**config.mk**
```make
export PLATFORM = sky130hd
export DESIGN_NAME = dcc_channel_config
export DESIGN_NICKNAME = d
export VERILOG_FILES = /design/src/dcc_pkg.sv /design/src/dcc_channel_config.sv
export VERILOG_INCLUDE_DIRS = /design/src
export SDC_FILE = /design/constraint.sdc
export NUM_CORES = 1
export LEC_CHECK = 0
export ABC_AREA = 1
export BUFFER_PORTS_ARGS = -buffer_cell sky130_fd_sc_hd__buf_2
export CAP_MARGIN = 20
export CORE_MARGIN = 2
export CORE_UTILIZATION = 33
export CTS_BUF_LIST = sky130_fd_sc_hd__clkbuf_4 sky130_fd_sc_hd__clkbuf_8
export DETAILED_ROUTE_END_ITERATION = 16
export PLACE_DENSITY_LB_ADDON = 0.05
export SETUP_SLACK_MARGIN = 0.2
export SKIP_LAST_GASP = 1
export SLEW_MARGIN = 15
export SYNTH_ARGS = -nofsm -noshare
export SYNTH_HDL_FRONTEND = slang
export SYNTH_SLANG_ARGS = --single-unit
```
**constraint.sdc**
```tcl
create_clock -name ref_clk -period 3.4 [get_ports ref_clk]
set_clock_uncertainty 0.1 [all_clocks]
set_input_delay 0.34 -clock ref_clk [delete_from_list [all_inputs] [get_ports ref_clk]]
set_output_delay 0.34 -clock ref_clk [all_outputs]
set_load 0.05 [all_outputs]
```
**src/dcc_channel_config_regs.svh**
```systemverilog
// register addresses, field positions, reset values and timing counts
// assumes an 8-bit special-function-register bus with byte addresses
`ifndef DCC_CHANNEL_CONFIG_REGS_SVH
`define DCC_CHANNEL_CONFIG_REGS_SVH

`define DCC_SFR_CHANNEL_CONFIG 8'hc9
`define DCC_SFR_BASE_ADDRESS_LOW 8'hca
`define DCC_SFR_BASE_ADDRESS_HIGH 8'hcb
`define DCC_SFR_ADDRESS_OFFSET_LOW 8'hcc
`define DCC_SFR_ADDRESS_OFFSET_HIGH 8'hcd
`define DCC_SFR_CHANNEL_SELECT 8'hd1

`define DCC_CFG_FULL_IE_BIT 7
`define DCC_CFG_MID_IE_BIT 6
`define DCC_CFG_STALL_BIT 5
`define DCC_CFG_ENDIAN_BIT 4
`define DCC_CFG_ROUTE_MSB 3

`define DCC_RESET_BYTE 8'h00
`define DCC_CHSEL_INVALID 3'h7
`define DCC_ENCODER_BYTES 2'h3
`define DCC_SOURCE_LATENCY 1

`endif

```
**src/dcc_pkg.sv**
```systemverilog
// types shared by the channel configuration block
// assumes nothing beyond a SystemVerilog compiler
`default_nettype none
package dcc_pkg;
	typedef enum logic [3:0] {
		DCC_RAM_TO_ENC = 4'h0,
		DCC_ENC_TO_RAM = 4'h1,
		DCC_RAM_TO_CRC = 4'h2,
		DCC_RAM_TO_SPI = 4'h3,
		DCC_SPI_TO_RAM = 4'h4,
		DCC_RAM_TO_AES_KEY = 4'h5,
		DCC_RAM_TO_AES_BLOCK = 4'h6,
		DCC_RAM_TO_AES_XOR = 4'h7,
		DCC_AES_OUT_TO_RAM = 4'h8
	} dcc_route_e;
	typedef logic [11:0] dcc_addr_t;
	typedef logic [9:0] dcc_offset_t;
endpackage : dcc_pkg
`default_nettype wire

```
**src/dcc_channel_config.sv**
```systemverilog
// per-channel configuration and byte mover of a seven-channel transfer engine
// assumes the bus, source and sink all run on ref_clk; a byte read
// requested by src_rd appears on src_data exactly one cycle later
`include "dcc_channel_config_regs.svh"
`default_nettype none
module dcc_channel_config #(
	parameter int NUM_CH = 7
) (
	input wire logic ref_clk,
	input wire logic rst_n,
	input wire logic [7:0] sfr_addr,
	input wire logic sfr_wr,
	input wire logic sfr_rd,
	input wire logic [7:0] sfr_wdata,
	output logic [7:0] sfr_rdata,
	input wire logic [2:0] act_ch,
	input wire logic act_busy,
	input wire logic [9:0] act_size,
	input wire logic act_wrap,
	output logic src_rd,
	output logic src_from_ram,
	output logic [11:0] src_addr,
	output logic [3:0] src_route,
	input wire logic [7:0] src_data,
	output logic snk_valid,
	output logic [7:0] snk_data,
	output logic [11:0] snk_addr,
	output logic [1:0] snk_lane,
	output logic [3:0] snk_route,
	output logic snk_to_ram,
	input wire logic snk_ready,
	output logic full_irq,
	output logic mid_irq,
	output logic xfer_done,
	output logic stalled
);

	if (NUM_CH < 1 || NUM_CH > 7) begin : g_bad_num_ch
		$error("NUM_CH must lie between 1 and 7");
	end

	function automatic logic route_to_ram(input logic [3:0] r);
		return r == dcc_pkg::DCC_ENC_TO_RAM || r == dcc_pkg::DCC_SPI_TO_RAM ||
			r == dcc_pkg::DCC_AES_OUT_TO_RAM;
	endfunction

	function automatic logic [1:0] group_len(input logic [3:0] r);
		if (r == dcc_pkg::DCC_RAM_TO_ENC || r == dcc_pkg::DCC_ENC_TO_RAM) begin
			return `DCC_ENCODER_BYTES;
		end
		return 2'h1;
	endfunction

	function automatic dcc_pkg::dcc_addr_t addr_of(input logic [3:0] hi,
		input logic [7:0] lo, input dcc_pkg::dcc_offset_t ofs);
		return {hi, lo} + {2'h0, ofs};
	endfunction

	logic [7:0] cfg_r [NUM_CH];
	logic [7:0] cfg_nxt [NUM_CH];
	logic [7:0] bal_r [NUM_CH];
	logic [7:0] bal_nxt [NUM_CH];
	logic [3:0] bah_r [NUM_CH];
	logic [3:0] bah_nxt [NUM_CH];
	dcc_pkg::dcc_offset_t ao_r [NUM_CH];
	dcc_pkg::dcc_offset_t ao_nxt [NUM_CH];
	logic [2:0] sel_r, sel_nxt;
	logic [7:0] rdata_r, rdata_nxt;
	logic full_r, full_nxt, mid_r, mid_nxt, done_r, done_nxt;

	logic pend_r, pend_nxt;
	logic [11:0] pend_addr_r, pend_addr_nxt;
	logic [1:0] pend_lane_r, pend_lane_nxt;
	logic [3:0] pend_route_r, pend_route_nxt;
	logic [1:0] lane_r, lane_nxt, slane_r, slane_nxt;
	logic rd_r, rd_nxt, from_ram_r, from_ram_nxt;
	logic [11:0] saddr_r, saddr_nxt;
	logic [3:0] sroute_r, sroute_nxt;
	logic hv_r, hv_nxt, sv_r, sv_nxt;
	logic [7:0] hd_r, hd_nxt, sd_r, sd_nxt;
	logic [11:0] ha_r, ha_nxt, sa_r, sa_nxt;
	logic [1:0] hl_r, hl_nxt, sl_r, sl_nxt;
	logic [3:0] hr_r, hr_nxt, sr_r, sr_nxt;
	logic stall_r, stall_nxt;

	logic ch_ok, sel_ok, go, at_end;
	logic [7:0] act_cfg;
	logic [3:0] act_route;
	logic [2:0] occ;
	dcc_pkg::dcc_offset_t act_ao, ao_inc;

	// only codes below the channel count are live
	assign sel_ok = sel_r != `DCC_CHSEL_INVALID && 32'(sel_r) < NUM_CH;
	assign ch_ok = act_ch != `DCC_CHSEL_INVALID && 32'(act_ch) < NUM_CH;
	assign act_cfg = ch_ok ? cfg_r[act_ch] : `DCC_RESET_BYTE;
	assign act_ao = ch_ok ? ao_r[act_ch] : '0;
	assign act_route = act_cfg[`DCC_CFG_ROUTE_MSB:0];
	assign ao_inc = act_ao + 10'h001;
	assign at_end = act_ao == act_size;
	// bytes in flight count too: data returns one cycle after src_rd
	assign occ = 3'(hv_r) + 3'(sv_r) + 3'(pend_r) + 3'(rd_r);
	// stall blocks new bytes; bad route moves nothing
	assign go = act_busy && ch_ok && !act_cfg[`DCC_CFG_STALL_BIT] &&
		act_route <= dcc_pkg::DCC_AES_OUT_TO_RAM && !at_end && occ < 3'h2;

	// register file and offset counters
	always_comb begin
		cfg_nxt = cfg_r;
		bal_nxt = bal_r;
		bah_nxt = bah_r;
		ao_nxt = ao_r;
		sel_nxt = sel_r;
		rdata_nxt = rdata_r;
		full_nxt = 1'b0;
		mid_nxt = 1'b0;
		done_nxt = 1'b0;
		if (go) begin
			ao_nxt[act_ch] = ao_inc;
			if (ao_inc == act_size) begin
				full_nxt = act_cfg[`DCC_CFG_FULL_IE_BIT];
				done_nxt = 1'b1;
				if (act_wrap) begin
					ao_nxt[act_ch] = '0;
				end
			end
			if (ao_inc == (act_size >> 1) && act_size > 10'h001) begin
				mid_nxt = act_cfg[`DCC_CFG_MID_IE_BIT];
			end
		end
		if (sfr_rd) begin
			rdata_nxt = `DCC_RESET_BYTE;
			unique case (sfr_addr)
				`DCC_SFR_CHANNEL_SELECT: rdata_nxt = {5'h00, sel_r};
				// indirect reads see only the selected channel
				`DCC_SFR_CHANNEL_CONFIG: if (sel_ok) rdata_nxt = cfg_r[sel_r];
				`DCC_SFR_BASE_ADDRESS_LOW: if (sel_ok) rdata_nxt = bal_r[sel_r];
				`DCC_SFR_BASE_ADDRESS_HIGH:
					if (sel_ok) rdata_nxt = {4'h0, bah_r[sel_r]};
				`DCC_SFR_ADDRESS_OFFSET_LOW:
					if (sel_ok) rdata_nxt = ao_r[sel_r][7:0];
				`DCC_SFR_ADDRESS_OFFSET_HIGH:
					if (sel_ok) rdata_nxt = {6'h00, ao_r[sel_r][9:8]};
				default: rdata_nxt = `DCC_RESET_BYTE;
			endcase
		end
		// writes land in the selected channel only; firmware wins
		if (sfr_wr) begin
			if (sfr_addr == `DCC_SFR_CHANNEL_SELECT) begin
				sel_nxt = sfr_wdata[2:0];
			end else if (sel_ok) begin
				unique case (sfr_addr)
					// route code kept in bits 3:0
					`DCC_SFR_CHANNEL_CONFIG: cfg_nxt[sel_r] = sfr_wdata;
					`DCC_SFR_BASE_ADDRESS_LOW: bal_nxt[sel_r] = sfr_wdata;
					`DCC_SFR_BASE_ADDRESS_HIGH: bah_nxt[sel_r] = sfr_wdata[3:0];
					`DCC_SFR_ADDRESS_OFFSET_LOW: ao_nxt[sel_r][7:0] = sfr_wdata;
					`DCC_SFR_ADDRESS_OFFSET_HIGH:
						ao_nxt[sel_r][9:8] = sfr_wdata[1:0];
					default: sel_nxt = sel_r;
				endcase
			end
		end
	end

	always_ff @(posedge ref_clk or negedge rst_n) begin
		if (!rst_n) begin
			for (int i = 0; i < NUM_CH; i++) begin
				cfg_r[i] <= `DCC_RESET_BYTE;
				bal_r[i] <= `DCC_RESET_BYTE;
				bah_r[i] <= 4'h0;
				ao_r[i] <= '0;
			end
			sel_r <= 3'h0;
			rdata_r <= `DCC_RESET_BYTE;
			full_r <= 1'b0;
			mid_r <= 1'b0;
			done_r <= 1'b0;
		end else begin
			cfg_r <= cfg_nxt;
			bal_r <= bal_nxt;
			bah_r <= bah_nxt;
			ao_r <= ao_nxt;
			sel_r <= sel_nxt;
			rdata_r <= rdata_nxt;
			full_r <= full_nxt;
			mid_r <= mid_nxt;
			done_r <= done_nxt;
		end
	end

	// byte mover: request, one-cycle return, two-entry buffer to sink
	always_comb begin
		rd_nxt = go;
		from_ram_nxt = from_ram_r;
		saddr_nxt = saddr_r;
		sroute_nxt = sroute_r;
		pend_nxt = rd_r;
		pend_addr_nxt = saddr_r;
		pend_lane_nxt = slane_r;
		pend_route_nxt = sroute_r;
		slane_nxt = slane_r;
		lane_nxt = act_busy ? lane_r : 2'h0;
		stall_nxt = ch_ok && act_busy && act_cfg[`DCC_CFG_STALL_BIT];
		hv_nxt = hv_r;
		hd_nxt = hd_r;
		ha_nxt = ha_r;
		hl_nxt = hl_r;
		hr_nxt = hr_r;
		sv_nxt = sv_r;
		sd_nxt = sd_r;
		sa_nxt = sa_r;
		sl_nxt = sl_r;
		sr_nxt = sr_r;
		if (go) begin
			from_ram_nxt = !route_to_ram(act_route);
			sroute_nxt = act_route;
			saddr_nxt = addr_of(bah_r[act_ch], bal_r[act_ch], act_ao);
			if (act_cfg[`DCC_CFG_ENDIAN_BIT]) begin
				slane_nxt = group_len(act_route) - 2'h1 - lane_r;
			end else begin
				slane_nxt = lane_r;
			end
			// single-byte routes stay on lane zero
			if (lane_r + 2'h1 >= group_len(act_route)) begin
				lane_nxt = 2'h0;
			end else begin
				lane_nxt = lane_r + 2'h1;
			end
		end
		if (hv_r && snk_ready) begin
			hv_nxt = sv_r;
			sv_nxt = 1'b0;
			hd_nxt = sd_r;
			ha_nxt = sa_r;
			hl_nxt = sl_r;
			hr_nxt = sr_r;
		end
		if (pend_r) begin
			if (!hv_nxt) begin
				hv_nxt = 1'b1;
				hd_nxt = src_data;
				ha_nxt = pend_addr_r;
				hl_nxt = pend_lane_r;
				hr_nxt = pend_route_r;
			end else begin
				sv_nxt = 1'b1;
				sd_nxt = src_data;
				sa_nxt = pend_addr_r;
				sl_nxt = pend_lane_r;
				sr_nxt = pend_route_r;
			end
		end
	end

	always_ff @(posedge ref_clk or negedge rst_n) begin
		if (!rst_n) begin
			rd_r <= 1'b0;
			from_ram_r <= 1'b0;
			saddr_r <= 12'h000;
			sroute_r <= 4'h0;
			pend_r <= 1'b0;
			pend_addr_r <= 12'h000;
			pend_lane_r <= 2'h0;
			pend_route_r <= 4'h0;
			lane_r <= 2'h0;
			slane_r <= 2'h0;
			stall_r <= 1'b0;
			hv_r <= 1'b0;
			hd_r <= 8'h00;
			ha_r <= 12'h000;
			hl_r <= 2'h0;
			hr_r <= 4'h0;
			sv_r <= 1'b0;
			sd_r <= 8'h00;
			sa_r <= 12'h000;
			sl_r <= 2'h0;
			sr_r <= 4'h0;
		end else begin
			rd_r <= rd_nxt;
			from_ram_r <= from_ram_nxt;
			saddr_r <= saddr_nxt;
			sroute_r <= sroute_nxt;
			pend_r <= pend_nxt;
			pend_addr_r <= pend_addr_nxt;
			pend_lane_r <= pend_lane_nxt;
			pend_route_r <= pend_route_nxt;
			lane_r <= lane_nxt;
			slane_r <= slane_nxt;
			stall_r <= stall_nxt;
			hv_r <= hv_nxt;
			hd_r <= hd_nxt;
			ha_r <= ha_nxt;
			hl_r <= hl_nxt;
			hr_r <= hr_nxt;
			sv_r <= sv_nxt;
			sd_r <= sd_nxt;
			sa_r <= sa_nxt;
			sl_r <= sl_nxt;
			sr_r <= sr_nxt;
		end
	end

	assign sfr_rdata = rdata_r;
	assign src_rd = rd_r;
	assign src_from_ram = from_ram_r;
	assign src_addr = saddr_r;
	assign src_route = sroute_r;
	assign snk_valid = hv_r;
	assign snk_data = hd_r;
	assign snk_addr = ha_r;
	assign snk_lane = hl_r;
	assign snk_route = hr_r;
	assign snk_to_ram = route_to_ram(hr_r) ? 1'b1 : 1'b0;
	assign full_irq = full_r;
	assign mid_irq = mid_r;
	assign xfer_done = done_r;
	assign stalled = stall_r;

endmodule : dcc_channel_config
`default_nettype wire

```
=== Yosys cells after proc, flatten, opt, wreduce, memory -nomap -nowiden ===
Cells that the tools add are included.
W data, S select, Z words.

* Flip-flop bits (word level): 320
* Bits of input ports: 44
* Output and inout port bits: 58
* Logic and storage cells: 214

* Add/subtract/negate cells: 8
* Magnitude comparators: 10
* Equal/unequal tests: 18
* Mux-type cells: 93
* Bitwise gates (word level): 5
* Reduce and logical (&&, ||, !) cells: 26

{| class="wikitable"
|+ Operators by type and width
! kind !! number
|-
| $mux W70 || 6
|-
| $bwmux W70 || 3
|-
| $pmux W70 S2 || 1
|-
| $mux W8 || 17
|-
| $bwmux W56 || 2
|-
| $bmux W8 S3 || 4
|-
| $demux W10 S3 || 3
|-
| $and A70 B70 Y70 || 1
|-
| $mux W10 || 7
|-
| $not A70 Y70 || 1
|-
| $bmux W10 S3 || 2
|-
| $eq A8 B8 Y1 const B || 6
|-
| $pmux W8 S6 || 1
|-
| $mux W12 || 3
|-
| $mux W4 || 9
|-
| $bwmux W28 || 1
|-
| $mux W2 || 14
|-
| $bmux W4 S3 || 2
|-
| $demux W8 S3 || 1
|-
| $eq A10 B10 Y1 || 2
|-
| $mux W1 || 16
|-
| $add A12 B10 Y12 || 1
|-
| $demux W4 S3 || 1
|-
| $logic_and A1 B1 Y1 || 12
|-
| 27 further kinds || 44
|}

=== Longest topological paths before layout ===
* Depth after elaboration: 17
* Mapped depth: 22
* Gate-level depth less buffers: 20

=== Worst setup path after synthesis ===
Ideal clock, no wire load.

* Path kind: input port to flip-flop
* From: in act_ch[2]
* To: reg saddr_r[10] (netlist: src_addr[10])
* Setup time: 127 ps
* Arrival time: 3,437 ps
* Data required time: 3,173 ps
* Slack: -265 ps
* Stages on the path: 18
* Buffers on the path: 3
* Path through: buf_4 > inv_2 > nor2_2 > nand2_1 > buf_1 > clkbuf_1 > o22ai_1 > nor3_1 > ha_1 > inv_1 > fa_1 > o21ai_0 > a31oi_1 > o21ai_0 > a21oi_1 > o21ai_0 > xnor2_1 > o21ai_0

* Cells in the longest elaborated chain, start to end: 10
* Elaborated cells on any way between the ends: 28
* Classes of those cells: add/sub (1); order compare (2); eq/ne (2); mux (14); bitwise (1); reduce/logical (8)

{| class="wikitable"
|+ RTL lines
! element !! line !! text
|-
| from (decl) || dcc_channel_config.sv:16 || <nowiki>input wire logic [2:0] act_ch,</nowiki>
|-
| parallel branches: the longest is 10 deep, another holds $add A12 B10 Y12 || n/a ||
|-
| to (signal assigned) || dcc_channel_config.sv:281 || <nowiki>saddr_r <= saddr_nxt;</nowiki>
|-
| to (decl) || dcc_channel_config.sv:77 || <nowiki>logic [11:0] saddr_r, saddr_nxt;</nowiki>
|}

Several ways; the timed one is not identified. The select of a mux whose other input is x is not followed.
A chain may end at the register's enable or synchronous reset.

=== Final worst setup path ===
* From: reg sel_r[2]
* To: reg rdata_r[0] (netlist: sfr_rdata[0])

* Cells in the longest elaborated chain, start to end: 6
* Elaborated cells on any way between the ends: 22
* Classes of those cells: order compare (1); eq/ne (1); mux (18); bitwise (1); reduce/logical (1)

{| class="wikitable"
|+ RTL lines
! element !! line !! text
|-
| from (decl) || dcc_channel_config.sv:67 || <nowiki>logic [2:0] sel_r, sel_nxt;</nowiki>
|-
| from (signal assigned) || dcc_channel_config.sv:183 || <nowiki>sel_r <= sel_nxt;</nowiki>
|-
| $not A3 Y4 (not written as such) || n/a ||
|-
| $bmux W10 S3 (tied with other cells) || dcc_channel_config.sv:140, dcc_channel_config.sv:142 ||
|-
| $mux W10 (not written as such) (tied with other cells) (2 in series) || dcc_channel_config.sv:142 || <nowiki>if (sel_ok) rdata_nxt = {6'h00, ao_r[sel_r][9:8]};</nowiki>
|-
| $mux W2 (tied with other cells) || dcc_channel_config.sv:142 ||
|-
| $pmux W8 S6 * || dcc_channel_config.sv:132 || <nowiki>unique case (sfr_addr)</nowiki>
|-
| to (signal assigned) || dcc_channel_config.sv:174 || <nowiki>rdata_r <= `DCC_RESET_BYTE;</nowiki>
|-
| to (signal assigned) || dcc_channel_config.sv:184 || <nowiki>rdata_r <= rdata_nxt;</nowiki>
|-
| to (decl) || dcc_channel_config.sv:68 || <nowiki>logic [7:0] rdata_r, rdata_nxt;</nowiki>
|}

Every way passes the cells marked *; elsewhere a longest branch is shown, timed or not. The select of a mux whose other input is x is not followed.

==> impl_summary.md <==
Synthesis
The fraction of synthesis flops using an asynchronous set or reset pin is 100%. Ranked by total cell area, the synthesized netlist is headed by dfrtp_1 (44%), nand2_1 (14%), o21ai_0 (6.5%). The dominant register cell in the synthesized netlist is dfrtp_1.

The average instance in the mapped netlist occupies 7.55 µm². The most common cell in the synthesized netlist is nand2_1. The commonest cells after synthesis are nand2_1 (671), dfrtp_1 (320), o21ai_0 (236). Counting every net in the synthesized netlist gives 2481. For this run, the number of Yosys warnings is 0.

In this run the cell area of the synthesized design comes to 18300 µm². Summed over all instances, the cell type with the most area after synthesis is dfrtp_1. The number of synthesized register bits is 320. The sequential element share of the synthesized area is 43.8%. Yosys mapped a number of flops with a built-in enable equal to 0. Synthesis produced 2424 cells. The portion of synthesized cell area occupied by the leading cell type is 43.8%. The number of distinct library cells after synthesis is 58.

Global routing
The first global-routing pass estimated 124 mm of wire. The largest net degree at the start of global routing is 85. For this run, the total global-route usage over all layers was measured as 29.7%. The total congestion overflow is 0. The via count of the first global-routing pass is 18000.

The initial antenna violation count is 3.

Place
Buffers placed on the I/O ports in this run total 101. Routability-driven placement finished with a final weighted congestion of 0.968. The post-place setup slack is -0.181 ns. The sum of net half-perimeters after detailed placement is 63.4 mm.

Layout
The total number of nets in the final design is 2797. Cells fill 41.8% of the core in the end. The multi-input gate area in the final layout is 8860 µm². The number of inserted filler cells in the final layout is 5758.

Relative to the synthesized area, the layout overhead comes to 25.6%. Summing all flip-flop and latch instances after layout gives 8010 µm². The proportion of layout cells with a drive suffix above 1 is 20.0%.

Worst setup path
The worst reg2reg path startpoint is sel_r[2]. The launching element type of the critical path is a flip-flop. The beginning of the critical path is sel_r[2]. Along the worst path, the maximum fanout reaches 5. The worst setup path category is flip-flop to flip-flop. STA classifies the critical path endpoint as a flip-flop.

The arrival time of data at the critical path endpoint is 3.60 ns. The required time at the endpoint of the critical path is 3.85 ns.

Timing
The final-report hold violation count is 0. The worst-case headroom to the max-slew limit is 29.3%. The aggregate negative setup slack is 0 ns. The worst path uses 92.7% of the clock period. The clock period minus worst slack is 3.15 ns. The transition time of the tightest slew-check pin is 1.06 ns.

Static timing analysis puts the maximum clock frequency at 0.317 GHz. The total setup violations reported at the end of the flow is 0. Setup repair after global routing left no endpoint under its margin. The max-slew violation total from the final report was 0. The worst-case setup margin in the final layout is 0.247 ns.

Status
The flow ran to the end, and the final reports show no timing, DRC or antenna violations.

Detailed routing
The routed length on met1 is 38.3 mm. The routed layout has 18900 vias. In the detailed route, the total length drawn on met2 is 37.1 mm. For this block, the initial DRC count from the detailed router was 2040. The number of nets with antenna violations after detailed routing is 0. The pre-antenna-repair detailed-routing pass consisted of 6 iterations. The highest routing layer actually used is met5. For this block, the routed nets add up to 85.5 mm of wire. The routed wire length per instance is 24.2 µm. The post-route DRC violation count is 0. The per-cell via count in the routed design is 5.33. The routed length on met3 is 7.06 mm.

Run
Across the run, the number of max-cap violations was 0.

Clocking
The worst-case clock buffer depth is 3. The H-tree depth is 2. Counting the buffers created by CTS gives 61. The clock-pin slew of the registers on the worst-case setup and hold paths is 0.06 ns.

The clock tree from TritonCTS is done. The clock net in this run drives a total of 320 sinks. The clock latency on the worst-skew pair is 0.68 ns. The clock root buffer is clkbuf_8.

Floorplanning
The die is 240 µm wide. For this design the top-level I/O count stands at 102. The overall die height is 240 µm. The die area is 57400 µm². Row generation in the floorplan step produced 86 rows. In this run the standard cell core region covers 55000 µm². For this configuration, the core starts out at a cell density of 33.3%.

Power
Power spread over the standard cell area amounts to 672 nW/µm². The design draws 0.0154 W. The peak supply drop is 0.000442 V. The reported leakage power is 10.7 nW.

Worst hold path
The path class of the tightest hold or removal check is input pin to flip-flop. The source of the worst hold timing path is sfr_wdata[2].
[critical path: stages, from the launching register on]
cell	delay [ns]
dfrtp_1	0.41
inv_1	0.14
nand3_1	0.32
inv_1	0.22
nand2_1	0.15
o21ai_0	0.17
o41ai_1	0.61
nand4_1	0.38
o21ai_0	0.42
nand2_1	0.08
[state kept, by name, indices dropped and copies added (netlist names), 3 cells and up]
signal / count
snk_route: 4
sr_r: 4
ao_r: 70
pend_route_r: 4
cfg_r: 56
src_route: 4
pend_addr_r: 12
bah_r: 28
sfr_rdata: 8
sel_r: 3
bal_r: 56
snk_addr: 12
src_addr: 12
sd_r: 8
sa_r: 12
snk_data: 8
[cell type report]
type                            instances  share of cell area [%]
Inverter                              233                    3.83
Clock inverter                         14                   0.686
Clock buffer                           95                    5.28
Sequential cell                       320                    34.8
Tap cell                              748                    4.07
Multi-Input combinational cell       1740                    38.5
Antenna cell                            2                  0.0218
Timing Repair Buffer                  384                    12.7
[routing by layer]
metal,GRT usage [%],vias up
li1,-,8798
met1,42.0,9031
met2,44.9,844
met3,6.15,181
met4,10.3,2
met5,0,-
[what timing repair did]
action | 4_1_cts | 5_1_grt
endpoints found under the hold margin | 115 | 0
gates resized for setup | 1 | 13
pin swaps | 0 | 3
hold buffers | 19 | 0
endpoints found under the setup margin | 1 | 57
setup buffers | 0 | 3
[kinds of logic (layout without fill, tap and decap cells)]
| logic type | count (synthesis) | count (layout) | share of synthesized area [%] |
|---|---|---|---|
| xor gates and xnor gates | 26 | 26 | 1.24 |
| adders and majority gates | 13 | 13 | 0.971 |
| buffers and inverters | 364 | 726 | 8.09 |
| other | 0 | 2 | 0 |
| muxes | 29 | 29 | 1.74 |
| AOI/OAI and AO/OA | 598 | 598 | 19.3 |
| and+or+nand+nor | 1074 | 1074 | 24.9 |
| DFF | 320 | 320 | 43.8 |
[stage by stage]
stage / std cells / instance area [µm²] / hold WS (ns)
floorplan: 2424 / 18300 / -0.0556
global placement: 3402 / 21300 / 0.261
detailed placement: 3403 / 21400 / 0.262
CTS: 3531 / 22900 / 0.00587
global route: 3535 / 23000 / 0.0582
finish: 3536 / 23000 / 0.0637
[cell usage in the layout (no fill, tap or decap), types with 35 or more instances in the layout]
master      n
clkbuf_8   80
a21oi_1   128
o21ai_0   233
nand2_1   668
buf_2     100
o22ai_1    54
dfrtp_1   320
nand3_1   107
buf_4     245
inv_1     216
nor2_1    179
a22oi_1    35
nor3_1     36
[path summary, 6_finish.rpt]
kind	endpoint	slack (ns)	depth (start not counted)
hold reg to reg	pend_lane_r[1]	0.27	0
max in group asynchronous	ao_r[66]	2.02	3
setup / recovery	sfr_rdata[0]	0.25	9
min in group asynchronous	snk_data[7]	0.17	2
hold / removal	ao_r[2]	0.06	3
setup reg to reg	sfr_rdata[0]	0.25	9
[report_power, final]
| group | total, W | switching (W) | internal, W |
|---|---|---|---|
| registers | 0.00518 | 0.000580 | 0.00460 |
| clock network | 0.00431 | 0.00182 | 0.00249 |
| logic | 0.00596 | 0.00395 | 0.00201 |
Power figures use the tool's default switching activity.
